==> config.mk <==
export PLATFORM = sky130hd
export DESIGN_NAME = camera_video_output_port
export DESIGN_NICKNAME = d
export VERILOG_FILES = /design/src/video_out_pkg.sv /design/src/camera_video_output_port.sv
export SDC_FILE = /design/constraint.sdc
export NUM_CORES = 1
export LEC_CHECK = 0
export BUFFER_PORTS_ARGS = -buffer_cell sky130_fd_sc_hd__buf_2
export CAP_MARGIN = 20
export CORE_MARGIN = 1.5
export CORE_UTILIZATION = 50
export CTS_BUF_LIST = sky130_fd_sc_hd__clkbuf_4 sky130_fd_sc_hd__clkbuf_8
export DETAILED_ROUTE_END_ITERATION = 6
export GPL_ROUTABILITY_DRIVEN = 0
export PLACE_DENSITY = 0.79
export SYNTH_ARGS = -nofsm -noshare
export SYNTH_HDL_FRONTEND = slang
export SYNTH_SLANG_ARGS = --single-unit
==> constraint.sdc <==
create_clock -name core_clk -period 4.6 [get_ports core_clk]
set_input_delay 0.46 -clock core_clk [delete_from_list [all_inputs] [get_ports core_clk]]
set_output_delay 0.46 -clock core_clk [all_outputs]
set_load 0.03 [all_outputs]
==> src/video_out_pkg.sv <==
package video_out_pkg;

	// ==========================================================
	// register map
	localparam logic [3:0] CTRL_ADDR = 4'h0;
	localparam logic [3:0] STATUS_ADDR = 4'h4;
	localparam logic [3:0] IRQ_STAT_ADDR = 4'h8;
	localparam logic [3:0] IRQ_MASK_ADDR = 4'hc;

	// ==========================================================
	// control fields
	localparam int CTRL_ENABLE_BIT = 0;
	localparam int CTRL_HBIN_LSB = 1;
	localparam int CTRL_VBIN_LSB = 3;
	localparam int CTRL_EXT_TRIG_BIT = 5;
	localparam logic [5:0] CTRL_RESET = 6'h00;

	// ==========================================================
	// status and event fields
	localparam int STAT_SELF_TEST_BIT = 0;
	localparam int STAT_FRAME_BIT = 1;
	localparam int STAT_LINE_BIT = 2;
	localparam int STAT_INIT_BIT = 3;
	localparam int EVT_FRAME_START = 0;
	localparam int EVT_FRAME_END = 1;
	localparam int EVT_TRIG_BUSY = 2;
	localparam int EVT_W = 3;

	// ==========================================================
	// binning codes
	localparam logic [1:0] BIN_1X = 2'h0;
	localparam logic [1:0] BIN_2X = 2'h1;
	localparam logic [1:0] BIN_4X = 2'h2;

	// ==========================================================
	// frame geometry
	localparam int PIX_W = 12;
	localparam int NOMINAL_PIXEL_CLOCK_OUT_MHZ = 40;
	localparam logic [10:0] ACTIVE_LINES_1X = 11'h400;
	localparam logic [10:0] PRE_LINES_1X = 11'h006;
	localparam logic [10:0] PRE_LINES_2X = 11'h003;
	localparam logic [10:0] PRE_LINES_4X = 11'h002;
	localparam logic [11:0] WORDS_1X = 12'h300;
	localparam logic [11:0] LINE_GAP = 12'h010;
	localparam logic [11:0] FRAME_LEAD = 12'h004;
	localparam logic [11:0] FRAME_TAIL = 12'h004;

	// ==========================================================
	// carriers
	typedef struct packed {
		logic [PIX_W-1:0] ch_a;
		logic [PIX_W-1:0] ch_b;
		logic [PIX_W-1:0] ch_c;
		logic [PIX_W-1:0] ch_d;
	} pixel_quad_t;

	typedef struct packed {
		logic [PIX_W-1:0] word_first;
		logic [PIX_W-1:0] word_second;
		logic pixel_clock_out;
		logic line_sync;
		logic frame_sync;
	} output_group_t;

	typedef enum logic [2:0] {
		ST_IDLE,
		ST_LEAD,
		ST_LINE,
		ST_GAP,
		ST_TAIL
	} frame_state_t;

endpackage : video_out_pkg

==> src/camera_video_output_port.sv <==
// The placing of the registers and strobed register access were decided locally.
`timescale 1ns/10ps

module camera_video_output_port
	import video_out_pkg::*;
(
	// clock and reset
	input wire logic core_clk,
	input wire logic arst_n,
	// register port
	input wire logic [3:0] reg_addr,
	input wire logic [31:0] reg_wdata,
	input wire logic reg_wr,
	input wire logic reg_rd,
	output logic [31:0] reg_rdata,
	// sensor side
	input wire logic sensor_clk,
	input wire logic ext_trigger,
	input wire pixel_quad_t pixel_in,
	output logic pixel_take,
	input wire logic init_done,
	input wire logic self_test_done,
	input wire logic self_test_pass,
	// output groups, true and complement
	output output_group_t output_group_one,
	output output_group_t output_group_one_n,
	output output_group_t output_group_two,
	output output_group_t output_group_two_n,
	// indicators and interrupt
	output logic self_test_indicator,
	output logic binning_indicator,
	output logic trigger_source_indicator,
	output logic irq
);

	// ==========================================================
	// helpers
	function automatic logic [2:0] bin_factor(input logic [1:0] code);
		case (code)
			BIN_1X: bin_factor = 3'h1;
			BIN_2X: bin_factor = 3'h2;
			default: bin_factor = 3'h4;
		endcase
	endfunction : bin_factor

	function automatic logic [10:0] pre_lines(input logic [1:0] code);
		case (code)
			BIN_1X: pre_lines = PRE_LINES_1X;
			BIN_2X: pre_lines = PRE_LINES_2X;
			default: pre_lines = PRE_LINES_4X;
		endcase
	endfunction : pre_lines

	function automatic logic [10:0] active_lines(input logic [1:0] code);
		case (code)
			BIN_1X: active_lines = ACTIVE_LINES_1X;
			BIN_2X: active_lines = ACTIVE_LINES_1X >> 1;
			default: active_lines = ACTIVE_LINES_1X >> 2;
		endcase
	endfunction : active_lines

	// ==========================================================
	// registers
	logic [5:0] ctrl_q;
	logic [EVT_W-1:0] irq_stat_q;
	logic [EVT_W-1:0] irq_mask_q;
	logic [EVT_W-1:0] evt;
	logic [31:0] rdata_d;
	logic [31:0] status_w;
	logic run;

	assign run = ctrl_q[CTRL_ENABLE_BIT] & init_done;

	always_ff @(posedge core_clk or negedge arst_n)
	begin
		if (!arst_n)
			ctrl_q <= CTRL_RESET;
		else if (reg_wr && reg_addr == CTRL_ADDR)
			ctrl_q <= reg_wdata[5:0];
	end

	always_ff @(posedge core_clk or negedge arst_n)
	begin
		if (!arst_n)
			irq_mask_q <= '0;
		else if (reg_wr && reg_addr == IRQ_MASK_ADDR)
			irq_mask_q <= reg_wdata[EVT_W-1:0];
	end

	// set wins over write-one-to-clear
	always_ff @(posedge core_clk or negedge arst_n)
	begin
		if (!arst_n)
			irq_stat_q <= '0;
		else if (reg_wr && reg_addr == IRQ_STAT_ADDR)
			irq_stat_q <= (irq_stat_q & ~reg_wdata[EVT_W-1:0]) | evt;
		else
			irq_stat_q <= irq_stat_q | evt;
	end

	always_ff @(posedge core_clk or negedge arst_n)
	begin
		if (!arst_n)
			irq <= 1'b0;
		else
			irq <= |(irq_stat_q & irq_mask_q);
	end

	// ==========================================================
	// sensor clock and trigger synchronisers
	logic [2:0] sclk_sync_q;
	logic [2:0] trig_sync_q;
	logic sclk_edge;
	logic trig_rise;

	always_ff @(posedge core_clk or negedge arst_n)
	begin
		if (!arst_n)
		begin
			sclk_sync_q <= '0;
			trig_sync_q <= '0;
		end
		else
		begin
			sclk_sync_q <= {sclk_sync_q[1:0], sensor_clk};
			trig_sync_q <= {trig_sync_q[1:0], ext_trigger};
		end
	end

	assign sclk_edge = sclk_sync_q[2] ^ sclk_sync_q[1];
	assign trig_rise = trig_sync_q[1] & ~trig_sync_q[2];

	// ==========================================================
	// pixel clock divider
	logic [1:0] hbin_q;
	logic [1:0] vbin_q;
	logic [2:0] edge_cnt_q;
	logic pclk_q;
	logic pclk_toggle;
	logic tick;

	assign pclk_toggle = sclk_edge && (edge_cnt_q == bin_factor(hbin_q) - 3'h1);
	assign tick = pclk_toggle && !pclk_q;

	always_ff @(posedge core_clk or negedge arst_n)
	begin
		if (!arst_n)
		begin
			edge_cnt_q <= '0;
			pclk_q <= 1'b0;
		end
		else if (!run)
		begin
			edge_cnt_q <= '0;
			pclk_q <= 1'b0;
		end
		else if (sclk_edge)
		begin
			edge_cnt_q <= pclk_toggle ? 3'h0 : edge_cnt_q + 3'h1;
			pclk_q <= pclk_q ^ pclk_toggle;
		end
	end

	// ==========================================================
	// frame sequencer
	frame_state_t state_q;
	logic [11:0] cnt_q;
	logic [10:0] line_q;
	logic [10:0] lines_total;
	logic [11:0] words_line;
	logic lsync_q;
	logic fsync_q;
	logic trig_pend_q;
	logic start;
	logic line_done;

	assign lines_total = pre_lines(vbin_q) + active_lines(vbin_q);
	assign words_line = WORDS_1X >> ((hbin_q == BIN_1X || hbin_q == BIN_2X) ?
		hbin_q : BIN_4X);
	assign line_done = cnt_q == words_line - 12'h001;
	assign start = (state_q == ST_IDLE) && tick &&
		(ctrl_q[CTRL_EXT_TRIG_BIT] ? trig_pend_q : 1'b1);

	// external trigger held until a frame starts; new trigger wins
	always_ff @(posedge core_clk or negedge arst_n)
	begin
		if (!arst_n)
			trig_pend_q <= 1'b0;
		else if (trig_rise && ctrl_q[CTRL_EXT_TRIG_BIT])
			trig_pend_q <= 1'b1;
		else if (start || !run)
			trig_pend_q <= 1'b0;
	end

	// binning taken at frame boundaries only
	always_ff @(posedge core_clk or negedge arst_n)
	begin
		if (!arst_n)
		begin
			hbin_q <= BIN_1X;
			vbin_q <= BIN_1X;
		end
		else if (state_q == ST_IDLE && !pclk_q)
		begin
			hbin_q <= ctrl_q[CTRL_HBIN_LSB +: 2];
			vbin_q <= ctrl_q[CTRL_VBIN_LSB +: 2];
		end
	end

	always_ff @(posedge core_clk or negedge arst_n)
	begin
		if (!arst_n)
		begin
			state_q <= ST_IDLE;
			cnt_q <= '0;
			line_q <= '0;
			lsync_q <= 1'b0;
			fsync_q <= 1'b0;
		end
		else if (!run)
		begin
			state_q <= ST_IDLE;
			cnt_q <= '0;
			line_q <= '0;
			lsync_q <= 1'b0;
			fsync_q <= 1'b0;
		end
		else if (tick)
		begin
			cnt_q <= cnt_q + 12'h001;
			case (state_q)
				ST_IDLE:
					if (start)
					begin
						fsync_q <= 1'b1;
						cnt_q <= '0;
						line_q <= '0;
						state_q <= ST_LEAD;
					end
				ST_LEAD:
					if (cnt_q == FRAME_LEAD - 12'h001)
					begin
						lsync_q <= 1'b1;
						cnt_q <= '0;
						state_q <= ST_LINE;
					end
				ST_LINE:
					if (line_done)
					begin
						lsync_q <= 1'b0;
						cnt_q <= '0;
						line_q <= line_q + 11'h001;
						state_q <= (line_q == lines_total - 11'h001) ?
							ST_TAIL : ST_GAP;
					end
				ST_GAP:
					if (cnt_q == LINE_GAP - 12'h001)
					begin
						lsync_q <= 1'b1;
						cnt_q <= '0;
						state_q <= ST_LINE;
					end
				ST_TAIL:
					if (cnt_q == FRAME_TAIL - 12'h001)
					begin
						fsync_q <= 1'b0;
						cnt_q <= '0;
						state_q <= ST_IDLE;
					end
				default:
					state_q <= ST_IDLE;
			endcase
		end
	end

	// ==========================================================
	// events
	always_comb
	begin
		evt = '0;
		evt[EVT_FRAME_START] = start && run;
		evt[EVT_FRAME_END] = run && tick && state_q == ST_TAIL &&
			cnt_q == FRAME_TAIL - 12'h001;
		evt[EVT_TRIG_BUSY] = trig_rise && ctrl_q[CTRL_EXT_TRIG_BIT] &&
			state_q != ST_IDLE;
	end

	// ==========================================================
	// output groups
	logic word_slot;
	output_group_t grp1_d;
	output_group_t grp2_d;

	// a word goes out with each rising pixel clock while a line is open
	assign word_slot = run && tick && (state_q == ST_LINE ||
		(lsync_q == 1'b0 && fsync_q && cnt_q == LINE_GAP - 12'h001 &&
		state_q == ST_GAP) ||
		(state_q == ST_LEAD && cnt_q == FRAME_LEAD - 12'h001)) &&
		!(state_q == ST_LINE && line_done);

	always_comb
	begin
		grp1_d = output_group_one;
		grp2_d = output_group_two;
		grp1_d.pixel_clock_out = pclk_q ^ (run && pclk_toggle);
		grp2_d.pixel_clock_out = pclk_q ^ (run && pclk_toggle);
		if (word_slot)
		begin
			grp1_d.word_first = pixel_in.ch_a;
			grp1_d.word_second = pixel_in.ch_b;
			grp2_d.word_first = pixel_in.ch_c;
			grp2_d.word_second = pixel_in.ch_d;
		end
		else if (tick || !run)
		begin
			grp1_d.word_first = '0;
			grp1_d.word_second = '0;
			grp2_d.word_first = '0;
			grp2_d.word_second = '0;
		end
	end

	// syncs are registered in the same cycle as the sequencer flags, with the clock edge
	always_ff @(posedge core_clk or negedge arst_n)
	begin
		if (!arst_n)
		begin
			output_group_one <= '0;
			output_group_two <= '0;
			output_group_one_n <= '1;
			output_group_two_n <= '1;
			pixel_take <= 1'b0;
		end
		else
		begin
			output_group_one <= grp1_d;
			output_group_two <= grp2_d;
			output_group_one.line_sync <= lsync_d(1'b0);
			output_group_two.line_sync <= lsync_d(1'b0);
			output_group_one.frame_sync <= fsync_d(1'b0);
			output_group_two.frame_sync <= fsync_d(1'b0);
			output_group_one_n <= ~grp1_d;
			output_group_two_n <= ~grp2_d;
			output_group_one_n.line_sync <= ~lsync_d(1'b0);
			output_group_two_n.line_sync <= ~lsync_d(1'b0);
			output_group_one_n.frame_sync <= ~fsync_d(1'b0);
			output_group_two_n.frame_sync <= ~fsync_d(1'b0);
			pixel_take <= word_slot;
		end
	end

	function automatic logic lsync_d(input logic dummy);
		lsync_d = dummy | (run & lsync_q_next());
	endfunction : lsync_d

	function automatic logic fsync_d(input logic dummy);
		fsync_d = dummy | (run & fsync_q_next());
	endfunction : fsync_d

	function automatic logic lsync_q_next();
		if (!tick)
			lsync_q_next = lsync_q;
		else if (state_q == ST_LINE)
			lsync_q_next = !line_done;
		else if (state_q == ST_GAP)
			lsync_q_next = cnt_q == LINE_GAP - 12'h001;
		else if (state_q == ST_LEAD)
			lsync_q_next = cnt_q == FRAME_LEAD - 12'h001;
		else
			lsync_q_next = 1'b0;
	endfunction : lsync_q_next

	function automatic logic fsync_q_next();
		if (!tick)
			fsync_q_next = fsync_q;
		else if (state_q == ST_IDLE)
			fsync_q_next = start;
		else if (state_q == ST_TAIL)
			fsync_q_next = cnt_q != FRAME_TAIL - 12'h001;
		else
			fsync_q_next = 1'b1;
	endfunction : fsync_q_next

	// ==========================================================
	// indicators
	always_ff @(posedge core_clk or negedge arst_n)
	begin
		if (!arst_n)
		begin
			self_test_indicator <= 1'b0;
			binning_indicator <= 1'b0;
			trigger_source_indicator <= 1'b0;
		end
		else
		begin
			self_test_indicator <= self_test_done & self_test_pass;
			binning_indicator <= (ctrl_q[CTRL_HBIN_LSB +: 2] != BIN_1X) ||
				(ctrl_q[CTRL_VBIN_LSB +: 2] != BIN_1X);
			trigger_source_indicator <= ctrl_q[CTRL_EXT_TRIG_BIT];
		end
	end

	// ==========================================================
	// read port
	always_comb
	begin
		status_w = '0;
		status_w[STAT_SELF_TEST_BIT] = self_test_indicator;
		status_w[STAT_FRAME_BIT] = fsync_q;
		status_w[STAT_LINE_BIT] = lsync_q;
		status_w[STAT_INIT_BIT] = init_done;
		rdata_d = '0;
		if (reg_rd)
			case (reg_addr)
				CTRL_ADDR: rdata_d = {26'h0000000, ctrl_q};
				STATUS_ADDR: rdata_d = status_w;
				IRQ_STAT_ADDR: rdata_d = {29'h00000000, irq_stat_q};
				IRQ_MASK_ADDR: rdata_d = {29'h00000000, irq_mask_q};
				default: rdata_d = '0;
			endcase
	end

	always_ff @(posedge core_clk or negedge arst_n)
	begin
		if (!arst_n)
			reg_rdata <= '0;
		else
			reg_rdata <= rdata_d;
	end

endmodule : camera_video_output_port

== Yosys cells after proc, flatten, opt, wreduce, memory -nomap -nowiden ==
Index checks and enable logic that the tools add are counted.
W data, S select, Z words.

* Shift-type cells: 1
* Bitwise operators: 19
* Add/sub/neg operators: 7
* Equality and inequality tests: 25
* Muxes and demuxes: 58
* Reductions and logical operators: 46

{| class="wikitable"
|+ Operator list
! kind !! count
|-
| $mux W24 || 4
|-
| $mux W12 || 6
|-
| $not A27 Y27 || 2
|-
| $pmux W12 S4 || 1
|-
| $mux W11 || 4
|-
| $pmux W11 S2 || 2
|-
| $mux W3 || 12
|-
| $pmux W6 S4 || 1
|-
| $logic_and A1 B1 Y1 || 22
|-
| $mux W1 || 21
|-
| $ne A3 B3 Y1 const B || 5
|-
| $pmux W3 S5 || 1
|-
| $add A12 B1 Y12 const B || 1
|-
| $eq A12 B12 Y1 || 1
|-
| $eq A12 B2 Y1 const B || 1
|-
| $eq A12 B4 Y1 const B || 1
|-
| $ne A12 B2 Y1 const B || 1
|-
| $pmux W3 S2 || 2
|-
| $shr A10 B2 Y12 const A || 1
|-
| $sub A12 B1 Y12 const B || 1
|-
| $add A11 B1 Y11 const B || 1
|-
| $add A11 B11 Y11 || 1
|-
| $eq A11 B11 Y1 || 1
|-
| $sub A11 B1 Y11 const B || 1
|-
| 34 further kinds || 62
|}

* Word-level logic and storage cells: 192
* Input port bits: 93
* Output and inout port bits: 145
* Flip-flop bits (word level): 195

== Logic depth before layout (Yosys ltp) ==
Gate-level depths: netlist of the first run.

* Depth after elaboration: 12
* Depth in mapped cells: 13
* Gate-level depth less buffers: 11

== Least setup slack after synthesis of the first run ==
No wires, ideal clock.

* Kind: register to register
* Start point: register hbin_q[1]
* End point: register line_q[5]
* Cell stages (with the launch flop): 13
* Path buffers: 1
* Clock period less this slack: 3.103 ns
* Path slack: 1.497 ns
* Arrival: 2.993 ns
* Required time: 4.490 ns
* Library setup time: 0.110 ns
* Cells stage by stage: dfrtp_1 -> or2_1 -> clkbuf_1 -> ha_1 -> xnor2_1 -> xnor2_1 -> nor4_2 -> ha_1 -> o21ai_0 -> or3_1 -> o31a_1 -> or2_1 -> o41ai_1

* Longest elaborated chain between the ends: 10
* Elaborated cells between the ends (all ways): 18
* Classes of those cells: add/sub: 2; eq/ne: 6; shift: 1; mux: 2; reduce/logical: 7

{| class="wikitable"
|+ Ends and longest elaborated chain
! element !! RTL line !! text
|-
| start: declaration || camera_video_output_port.sv:135 || <nowiki>logic [1:0] hbin_q;</nowiki>
|-
| start signal: assignment || camera_video_output_port.sv:205 || <nowiki>hbin_q <= ctrl_q[CTRL_HBIN_LSB +: 2];</nowiki>
|-
| branches (longest 9 deep; another with $sub A12 B1 Y12) || n/a ||
|-
| $reduce_and A4 Y1 (no line) * || n/a ||
|-
| end signal: assignment || camera_video_output_port.sv:252 || <nowiki>line_q <= line_q + 11'h001;</nowiki>
|-
| end: declaration || camera_video_output_port.sv:168 || <nowiki>logic [10:0] line_q;</nowiki>
|}

Every way passes the cells marked *.
A chain may end at the register's enable or synchronous reset.

== Worst setup path after layout of the first run ==
Ends and elaborated chain as after synthesis.

==> impl_results.md, run 1 <==
* Final min period at 3.79 ns
* Power Internal at 2.15 mW
* Grt total ovfl at 0
* Synth Cell Area at 7330 um2
* Clock Latency Late Sink at roughly 0.46 ns
* CTS hold repair buffers at 0
* Proportion of layout cells with a drive suffix above 1 at 37.8%
* Register area share after synthesis at 58.2%
* CTS resizes at 0
* Routed Antenna Nets at 0
* Die Y at 124 um
* Delay of the slowest critical-path stage at 0.44 ns
* Core Area at 14400 um2
* CTS tree: done
* Leakage power at 3.90 nW
* Period utilisation layout at 82.5%
* Clk buf depth at 2
* Logic pwr share at 17.2%
* Number of buffer cells added on primary ports at 185
* Initial antenna violation count at 0
* Area leader, netlist: dfrtp_1
* Routed Wire Length at 15.3 mm
* Final nets at 878
* Worst-margin pin slew at about 0.9 ns
* Cell Pwr Density at roughly 370 nW/um2
* First drt pass iteration count at 6
* Slew margin rel. at 39.2%
* Setup bufs post-CTS at 0
* # setup viols final at 0
* Psw at 1.02 mW
* Largest net degree at the start of global routing at 98
* Synth async-reset ratio at 100%
* Layout area overhead at 17.2%
* Core Util, Final at just under 60%
* Final hold violations at 0
* CP max-delay cell: dfrtp_1
* Critical Path AT at 4.14 ns
* Clock-pin transition on the worst setup and hold timing paths at 0.09 ns
* Die area at 15400 um2
* Top cells by area, synth: dfrtp_1 (40%), dfstp_2 (18%), a22o_1 (6.2%)
* Critical path launch point type: flop
* Worst min-delay path category: input port to asynchronous set/reset pin
* Num rows at 44
* MaxCap Viol Count at 0
* Flop pwr share at 51.0%
* Max Clk Rate at between 200 and 300 MHz
* CP cell instances: or2_1 -> ha_1 -> xnor2_1 -> xnor2_1 -> nor4_2 -> ha_1 -> buf_4 -> o21ai_0 -> or3_1 -> o31a_1 -> or2_1 -> o41ai_1
* Sum of net half-perimeters after detailed placement at 10.5 mm
* Cells after Synth at about 600
* Initial DRC Count at 344
* Sw Share at 32.2%
* CTS H-tree depth at 4
* Cell variety after synth at 61
* Clock root buffer: clkbuf_8
* IO Pins at around 240
* Most used flip-flop cell after synthesis: dfrtp_1
* Antenna cell count at 0
* Clock sinks at 168
* Post-synthesis sequential element count at 168
* CP Class: flop to flop
* Num CTS Buffers at 17
* RSZ-0062 raised after global routing: no
* Leading cell type in the layout, fill and taps excluded: buf_2
* Vias at between 5000 and 6000
* Crit-path max FO at 13
* CP Capture Type: flop
* First-pass GRT wire length at 23.7 mm
* Post-synth top area share at about two fifths
* Commonest non-fill, non-tap cells in the layout: buf_2 (184), dfrtp_1 (117), a22o_1 (52)
* Wire per inst at 15.7 um
* Worst ir drop on vdd at 0.000198 V
* Run status: completed
* # DRC at 0
* Clock skew at 0.0159 ns
* CP Data Required Time at 4.94 ns
* EDFF count, synth at 0
* Die W at 124 um
* GRT Util Overall at 19.8%
* Setup TNS Final at 0 ns
* Clock Power Share at 31.8%
* Vias in the first global route at 4856
* Initial Util at about half
* Via density at 5.58
* Syn avg cell area at 11.9 um2
* Synth warn at 0
* Max Slew Vio Count at 0
-- path summary, 6_finish.rpt --
kind | from | depth (start not counted) | slack (ns) | endpoint
max | hbin_q[1] | 12 | 0.81 | line_q[5]
min | arst_n | 1 | 0.05 | trig_sync_q[0]
max in group asynchronous | arst_n | 2 | 3.52 | output_group_two_n[6]
max reg2reg | hbin_q[1] | 12 | 0.81 | line_q[5]
min reg2reg | sclk_sync_q[0] | 0 | 0.35 | sclk_sync_q[1]
min in group core_clk | ext_trigger | 1 | 0.10 | trig_sync_q[0]
-- through the flow --
stage                     power [mW]  std cells  setup WS [ns]  instance area (um2)  hold slack, ns
after floorplan                 2.05        642           1.50                 7420           0.164
after global placement          2.17        944          0.936                 8210           0.333
after detailed placement        2.19        944          0.865                 8210           0.335
after CTS                       3.20        976          0.783                 8590          0.0748
after global routing            3.33        976          0.470                 8590          0.0631
final                           3.17        976          0.806                 8590          0.0495
-- registers in the layout (all words and copies together) (netlist names), 6 cells and up --
signal              count
cnt_q                  12
reg_rdata               6
ctrl_q                  6
output_group_one_n     26
output_group_two_n     25
output_group_two       25
line_q                 11
output_group_one       26
-- synth_stat cells, types with 3 or more instances --
library cell    n
a31oi_1         6
nand2_1        35
a22o_1         52
nor3b_1         3
dfrtp_1       117
o21ai_0        24
nand2b_1        9
xnor2_1        12
o311ai_1        3
nand3b_1        4
ha_1            6
inv_1          10
buf_2           7
o31ai_1         3
buf_4          34
clkbuf_1       24
and3_1         13
o21ai_1         3
nor4_1          5
nand4_1         4
a22oi_1        48
buf_6           7
and2_1          5
o22ai_1         3
or3_1           3
nor2_1         27
nand4b_1        4
mux2_2         14
mux4_2          3
dfstp_2        51
nand3_1        20
nor3_1         10
mux2i_1         3
a21oi_1        10
-- routing by layer --
layer	wire length, um	vias up	global-route usage (%)	share of wire [%]
met1	6510	2677	26.8	43
li1	-	2557	-	-
met5	0	-	0	0
met4	320	0	7.10	2.1
met3	873	23	5.59	5.7
met2	7620	193	30.5	50
-- logic make-up (layout without fill, tap and decap cells) --
kind of cell / Yosys count / after routing / share of synthesized area [%]
simple gates: 153 / 153 / 11.1
fa+ha+maj: 6 / 6 / 1.02
flops: 168 / 168 / 58.2
compound gates: 174 / 174 / 17.8
buf+inv: 82 / 232 / 6.78
xor+xnor: 13 / 13 / 1.55
mux: 20 / 20 / 3.48
other cells: 1 / 26 / 0.0512
-- worst max-delay path: cells and delay by family (launching register included) --
family                     cells  cell delay (ns)
and+or+nand+nor                4             1.34
AOI/OAI and AO/OA              3             0.84
adders and majority gates      2             0.54
DFF                            1             0.44
xor gates and xnor gates       2             0.31
buffers and inverters          1             0.21
-- power groups by stage --
stage | Sequential (mW) | Combinational, mW | Clock, mW
floorplan | 1.65 | 0.401 | 0
global placement | 1.64 | 0.533 | 0
detailed placement | 1.64 | 0.546 | 0
CTS | 1.61 | 0.548 | 1.04
global route | 1.63 | 0.603 | 1.10
finish | 1.62 | 0.545 | 1.01
-- final cells by class --
cell class | instances | area, um2
Clock buffer | 17 | 234
Clock inverter | 15 | 150
Fill cell | 1221 | 5830
Inverter | 10 | 37.5
Multi-Input combinational cell | 392 | 2680
Sequential cell | 168 | 4270
Tap cell | 184 | 230
Timing Repair Buffer | 190 | 995
No activity file was read; power rests on OpenSTA's default activity.
==> run 2: changes to the inputs <==
==> constraint.sdc (replaced) <==
create_clock -name core_clk -period 3.65 [get_ports core_clk]
set_input_delay 0.365 -clock core_clk [delete_from_list [all_inputs] [get_ports core_clk]]
set_output_delay 0.365 -clock core_clk [all_outputs]
set_load 0.03 [all_outputs]
==> run 2 against run 1 <==
  * Sequential share of layout area fell by 0.76 points
  * Combinational power rose by 33%
  * First-iteration DRC count is 22% higher
  * Register-to-register slack worse by 0.48 ns
  * Clock skew is 0.0033 ns lower
  * Sequential power grew 26%
  * Largest cell class unchanged
  * Highest routed layer unchanged
==> impl_results.md, run 2 (synthesis results as in run 1) <==
* Run status: completed
* Leading cell type in the layout, fill and taps excluded: buf_2
* CP Data Required Time at 4.00 ns (-0.94 ns)
* Clock Power Share at 31.9% (about the same)
* Worst min-delay path category: input port to flop
* Num CTS Buffers at 17 (unchanged)
* Clock skew at 0.0126 ns (-0.00330 ns)
* Leakage power at 3.96 nW (+1.7%)
* Wire per inst at 16.1 um (+2.4%)
* Number of buffer cells added on primary ports at 185 (unchanged)
* Clk buf depth at 2 (unchanged)
* Initial DRC Count at 421 (+22%)
* Biggest regs: output_group_one (26), output_group_one_n (26)
* Worst ir drop on vdd at 0.000262 V (+33%)
* Period utilisation layout at 91.2% (+8.7 points)
* Sw Share at 31.4% (-0.79 points)
* Max Clk Rate at 301 MHz (+14%)
* Sum of net half-perimeters after detailed placement at 11.1 mm (+6.2%)
* Setup bufs post-CTS at 0 (unchanged)
* Final Instance Area at 8720 um2 (+1.5%)
* CP Capture Type: flop
* Die Y at 124 um (unchanged)
* Clock-pin transition on the worst setup and hold timing paths at 0.10 ns (about the same)
* Area occupied by multi-input gates at 2680 um2 (about the same)
* Core Area at 14400 um2 (unchanged)
* GRT Util Overall at 20.7% (+0.94 points)
* Crit-path max FO at 12 (-1)
* RSZ-0062 raised after global routing: no
* First-pass GRT wire length at 24.9 mm (+5.0%)
* Fillers at 1181 (-3.3%)
* Final hold violations at 0 (unchanged)
* Power Internal at 2.79 mW (+30%)
* Initial antenna violation count at 0 (unchanged)
* First drt pass iteration count at 6 (unchanged)
* Setup TNS Final at 0 ns (unchanged)
* Clock root buffer: clkbuf_8
* Largest net degree at the start of global routing at 83 (-15%)
* Final hold slack at 0.0684 ns (+0.0189 ns)
* Die W at 124 um (unchanged)
* CTS tree: done
* Critical Path AT at 3.67 ns (-0.47 ns)
* Routed Antenna Nets at 0 (unchanged)
* # DRC at 0 (unchanged)
* CTS H-tree depth at 4 (unchanged)
* Max Slew Vio Count at 0 (unchanged)
* Worst-margin pin slew at 0.707 ns (-0.199 ns)
* Num rows at 44 (unchanged)
* Commonest non-fill, non-tap cells in the layout: buf_2 (184), dfrtp_1 (117), a22o_1 (52)
* Critical path launch point type: flop
* Routed Wire Length at 15.9 mm (+3.7%)
* # setup viols final at 0 (unchanged)
* Reg area at 4270 um2 (unchanged)
* IO Pins at 238 (unchanged)
* Logic pwr share at 17.9% (+0.7 points)
* Layout area overhead at 19.0%
* Final nets at 891 (+1.5%)
* Cell Pwr Density at 466 nW/um2 (+26%)
* MaxCap Viol Count at 0 (unchanged)
* Antenna cell count at 0 (unchanged)
* Placed cell areas at 8290 um2 (+1.1%)
* Clock Latency Late Sink at 0.45 ns (about the same)
* Vias at 5600 (+2.8%)
* Die area at 15400 um2 (unchanged)
* Final min period at 3.33 ns (-0.466 ns)
* Slew margin rel. at 52.4% (+13 points)
* Grt total ovfl at 0 (unchanged)
* Via density at 5.66 (+1.4%)
* Initial Util at 50.8% (unchanged)
* CP Class: flop to flop
* Flop pwr share at 50.2% (-0.8 points)
* Psw at 1.28 mW (+25%)
* Clock sinks at 168 (unchanged)
* Vias in the first global route at 5140 (+5.8%)
* Proportion of layout cells with a drive suffix above 1 at 38.5% (+0.76 points)
run 2: cell types whose count changed in the layout (fill, tap and decap cells not counted):
cell,previous run,this run
bufinv_16,0,1
o31a_2,0,1
buf_12,2,3
clkinvlp_4,3,4
inv_8,6,2
dlygate4sd3_1,0,3
o31a_1,1,0
buf_4,3,12
clkinv_2,0,1
clkinv_8,1,2
run 2: worst paths after layout:
kind | endpoint | startpoint | depth (start not counted) | slack [ns]
setup / recovery | line_q[5] | hbin_q[1] | 11 | 0.32
hold / removal | output_group_one_n[25] | pixel_in[46] | 2 | 0.07
setup reg to reg | line_q[5] | hbin_q[1] | 11 | 0.32
hold reg to reg | sclk_sync_q[1] | sclk_sync_q[0] | 0 | 0.35
max in group asynchronous | output_group_two_n[26] | arst_n | 3 | 2.12
min in group asynchronous | sclk_sync_q[2] | arst_n | 2 | 0.52
run 2: power by group through the flow:
| stage | clock (mW) | sequential (mW) | combinational (mW) |
|---|---|---|---|
| 6_report | 1.30 | 2.04 | 0.727 |
| 5_1_grt | 1.42 | 2.05 | 0.801 |
| 4_1_cts | 1.34 | 2.04 | 0.727 |
| 3_5_place_dp | 0 | 2.07 | 0.722 |
| 3_3_place_gp | 0 | 2.07 | 0.705 |
| 2_1_floorplan | 0 | 2.07 | 0.505 |
run 2: per-layer routing:
layer	GRT usage, %	routed length (um)
met1	28.0	6850
met2	32.2	7790
met3	4.95	858
met4	8.66	389
met5	0	0
run 2: critical path: stages (launching register included):
cell and delay [ns]:
dfrtp_1 0.45, or2_1 0.33, ha_1 0.27, xnor2_1 0.20
xnor2_1 0.10, nor4_2 0.20, ha_1 0.27, o21ai_0 0.15
or3_1 0.33, o31a_2 0.44, or2_1 0.27, o41ai_1 0.22
run 2: what timing repair did:
action                                 in CTS  in global routing
hold buffers                                3                  0
setup endpoints to repair                   0                  1
endpoints found under the hold margin      56                  0
resized for setup                           0                  1
run 2: through the flow:
stage	setup slack [ns]	instances	total power [mW]	util (%)
6_report	0.322	989	4.07	60.5
5_1_grt	0.0132	989	4.27	60.5
4_1_cts	0.295	989	4.10	60.5
3_5_place_dp	0.328	954	2.80	57.5
3_3_place_gp	0.407	954	2.77	57.5
2_1_floorplan	0.547	642	2.58	-
run 2: layout make-up:
cell class,instances,area share [%]
Inverter,10,0.430
Multi-Input combinational cell,392,30.7
Sequential cell,168,48.9
Clock buffer,17,2.68
Timing Repair Buffer,203,12.8
Clock inverter,15,1.88
Tap cell,184,2.64
==> run 3: changes to the inputs <==
--- a/config.mk
+++ b/config.mk
@@ -7,12 +7,14 @@
 export LEC_CHECK = 0
 export BUFFER_PORTS_ARGS = -buffer_cell sky130_fd_sc_hd__buf_2
 export CAP_MARGIN = 20
+export CELL_PAD_IN_SITES_DETAIL_PLACEMENT = 0
+export CELL_PAD_IN_SITES_GLOBAL_PLACEMENT = 1
 export CORE_MARGIN = 1.5
-export CORE_UTILIZATION = 50
+export CORE_UTILIZATION = 41
 export CTS_BUF_LIST = sky130_fd_sc_hd__clkbuf_4 sky130_fd_sc_hd__clkbuf_8
 export DETAILED_ROUTE_END_ITERATION = 6
 export GPL_ROUTABILITY_DRIVEN = 0
-export PLACE_DENSITY = 0.79
+export PLACE_DENSITY_LB_ADDON = 0.1
 export SYNTH_ARGS = -nofsm -noshare
 export SYNTH_HDL_FRONTEND = slang
 export SYNTH_SLANG_ARGS = --single-unit
==> run 3 against run 2 <==
  * Core utilization down 10 points
  * Die area up 21%
  * First-iteration DRC count down 7.8%
  * Critical path type unchanged
==> impl_results.md, run 3 (synthesis results as in run 1) <==
* Largest net degree at the start of global routing at 108 (+30%)
* Vias at 5455 (-2.6%)
* Clock-pin transition on the worst setup and hold timing paths at 0.10 ns (about the same)
* Number of buffer cells added on primary ports at 185 (unchanged)
* Routed Antenna Nets at 0 (unchanged)
* RSZ-0062 raised after global routing: no
* Core Area at 17400 um2 (+20%)
* Met2 Use GR at 27.9% (-4.3 points)
* First drt pass iteration count at 5 (-1)
* IO Pins at 238 (unchanged)
* CTS H-tree depth at 4 (unchanged)
* Biggest regs: output_group_one (26), output_group_one_n (26)
* Clock sinks at 168 (unchanged)
* Worst ir drop on vdd at 0.000239 V (-8.9%)
* Met1 Use GR at 23.6% (-4.4 points)
* PnR worst setup slack at 0.374 ns (+0.0511 ns)
* Initial antenna violation count at 0 (unchanged)
* Num CTS Buffers at 17 (unchanged)
* Routed Wire Length at 16.7 mm (+4.8%)
* Met3 usage at 5.70% (+0.76 points)
* Die Y at 137 um (+10%)
* Setup TNS Final at 0 ns (unchanged)
* CP Data Required Time at 3.98 ns (-0.02 ns)
* Initial DRC Count at 388 (-7.8%)
* # DRC at 0 (unchanged)
* Max Clk Rate at 305 MHz (+1.6%)
* Proportion of layout cells with a drive suffix above 1 at 38.3% (-0.23 points)
* Via density at 5.31 (-6.2%)
* Final hold slack at 0.0663 ns (-0.00211 ns)
* Critical path launch point type: flop
* Placed cell areas at 8310 um2 (+0.17%)
* Max Slew Vio Count at 0 (unchanged)
* Tot Pwr at 4.01 mW (-1.5%)
* CP Capture Type: flop
* Slew margin rel. at 49.0% (-3.4 points)
* Final hold violations at 0 (unchanged)
* Commonest non-fill, non-tap cells in the layout: buf_2 (184), dfrtp_1 (117), a22o_1 (52)
* Critical Path AT at 3.61 ns (-0.06 ns)
* Layout area overhead at 19.0% (about the same)
* GRT Util Overall at 18.0% (-2.8 points)
* Worst-margin pin slew at 0.757 ns (+0.0502 ns)
* Clk buf depth at 2 (unchanged)
* Clock skew at 0.0201 ns (+0.00748 ns)
* Sum of net half-perimeters after detailed placement at 11.4 mm (+1.9%)
* Period utilisation layout at 89.8% (-1.4 points)
* Final Instance Area at 8720 um2 (about the same)
* Wire per inst at 16.2 um (+0.96%)
* Initial Util at 42.2% (-8.6 points)
* Final min period at 3.28 ns (-0.0511 ns)
* Cell Pwr Density at 459 nW/um2 (-1.5%)
* Leakage power at 3.94 nW (-0.68%)
* Clock Latency Late Sink at 0.46 ns (about the same)
* Gr busiest metal: met2
* Crit-path max FO at 6 (-6)
* First-pass GRT wire length at 26.2 mm (+5.3%)
* Clock root buffer: clkbuf_8
* Grt total ovfl at 0 (unchanged)
* # setup viols final at 0 (unchanged)
* Antenna cell count at 0 (unchanged)
* Final nets at 888 (-0.34%)
* CTS tree: done
* Run status: completed
* Leading cell type in the layout, fill and taps excluded: buf_2
* CP Class: flop to flop
* Post-Place Worst Slack at 0.284 ns (-0.0437 ns)
* MaxCap Viol Count at 0 (unchanged)
* Die W at 137 um (+10%)
* Num rows at 48 (+9.1%)
* Vias in the first global route at 5214 (+1.4%)
* Die area at 18700 um2 (+21%)
* Worst min-delay path category: input port to flop
run 3: cell types whose count changed in the layout (fill, tap and decap cells not counted):
| cell | change |
|---|---|
| buf_4 | -3 |
| bufinv_16 | -1 |
| clkbuf_4 | +1 |
| clkbuf_8 | +1 |
| clkinv_4 | -1 |
| clkinv_8 | -2 |
| clkinvlp_4 | +1 |
| ha_1 | -1 |
| ha_2 | +1 |
| inv_8 | +1 |
| o31a_1 | +1 |
| o31a_2 | -1 |
run 3: area by class of cell:
cell class,instances,area [um2]
timing repair buffer,200,1090
sequential,168,4270
multi-input combinational,392,2680
clock inverter,13,111
clock buffer,19,255
tap,225,282
inverter,10,37.5
fill,1603,8640
run 3: power by group:
part	leakage (nW)	internal [mW]	switching, mW
clock	0.175	0.515	0.728
sequential	2.12	1.95	0.0877
combinational	1.64	0.273	0.455
run 3: worst max-delay path, cell delays in order, from the launching register on:
cell and delay, ns:
dfrtp_1 0.44, or2_1 0.33, ha_1 0.28, xnor2_1 0.20, xnor2_1 0.10, nor4_2 0.22, ha_2 0.27, o21ai_0 0.14
or3_1 0.33, o31a_1 0.33, or2_1 0.25, o41ai_1 0.27
run 3: what timing repair did:
action                     in CTS  in global routing
hold buffers                    3                  0
hold endpoints to repair       49                  0
buffers inserted                0                  2
gates resized for setup         0                  1
setup endpoints to repair       0                  3
run 3: final timing paths:
path | startpoint | end | slack, ns | cells past startpoint
max | hbin_q[1] | line_q[5] | 0.37 | 11
max reg2reg | hbin_q[1] | line_q[5] | 0.37 | 11
max in group asynchronous | arst_n | output_group_one_n[8] | 2.24 | 3
min | pixel_in[14] | output_group_two_n[17] | 0.07 | 2
min in group asynchronous | arst_n | reg_rdata[5] | 0.45 | 2
min reg2reg | trig_sync_q[0] | trig_sync_q[1] | 0.36 | 0
run 3: per-stage QoR:
step                util (%)  cells
floorplan                  -    642
global placement        47.9    990
detailed placement      47.9    990
CTS                     50.1   1025
global route            50.2   1027
finish                  50.2   1027
run 3: per-layer routing:
metal  wire (um)  vias to the layer above
met1        7300                     2692
li1            -                     2568
met5           0                        -
met4         326                        0
met3        1090                       22
met2        7950                      173
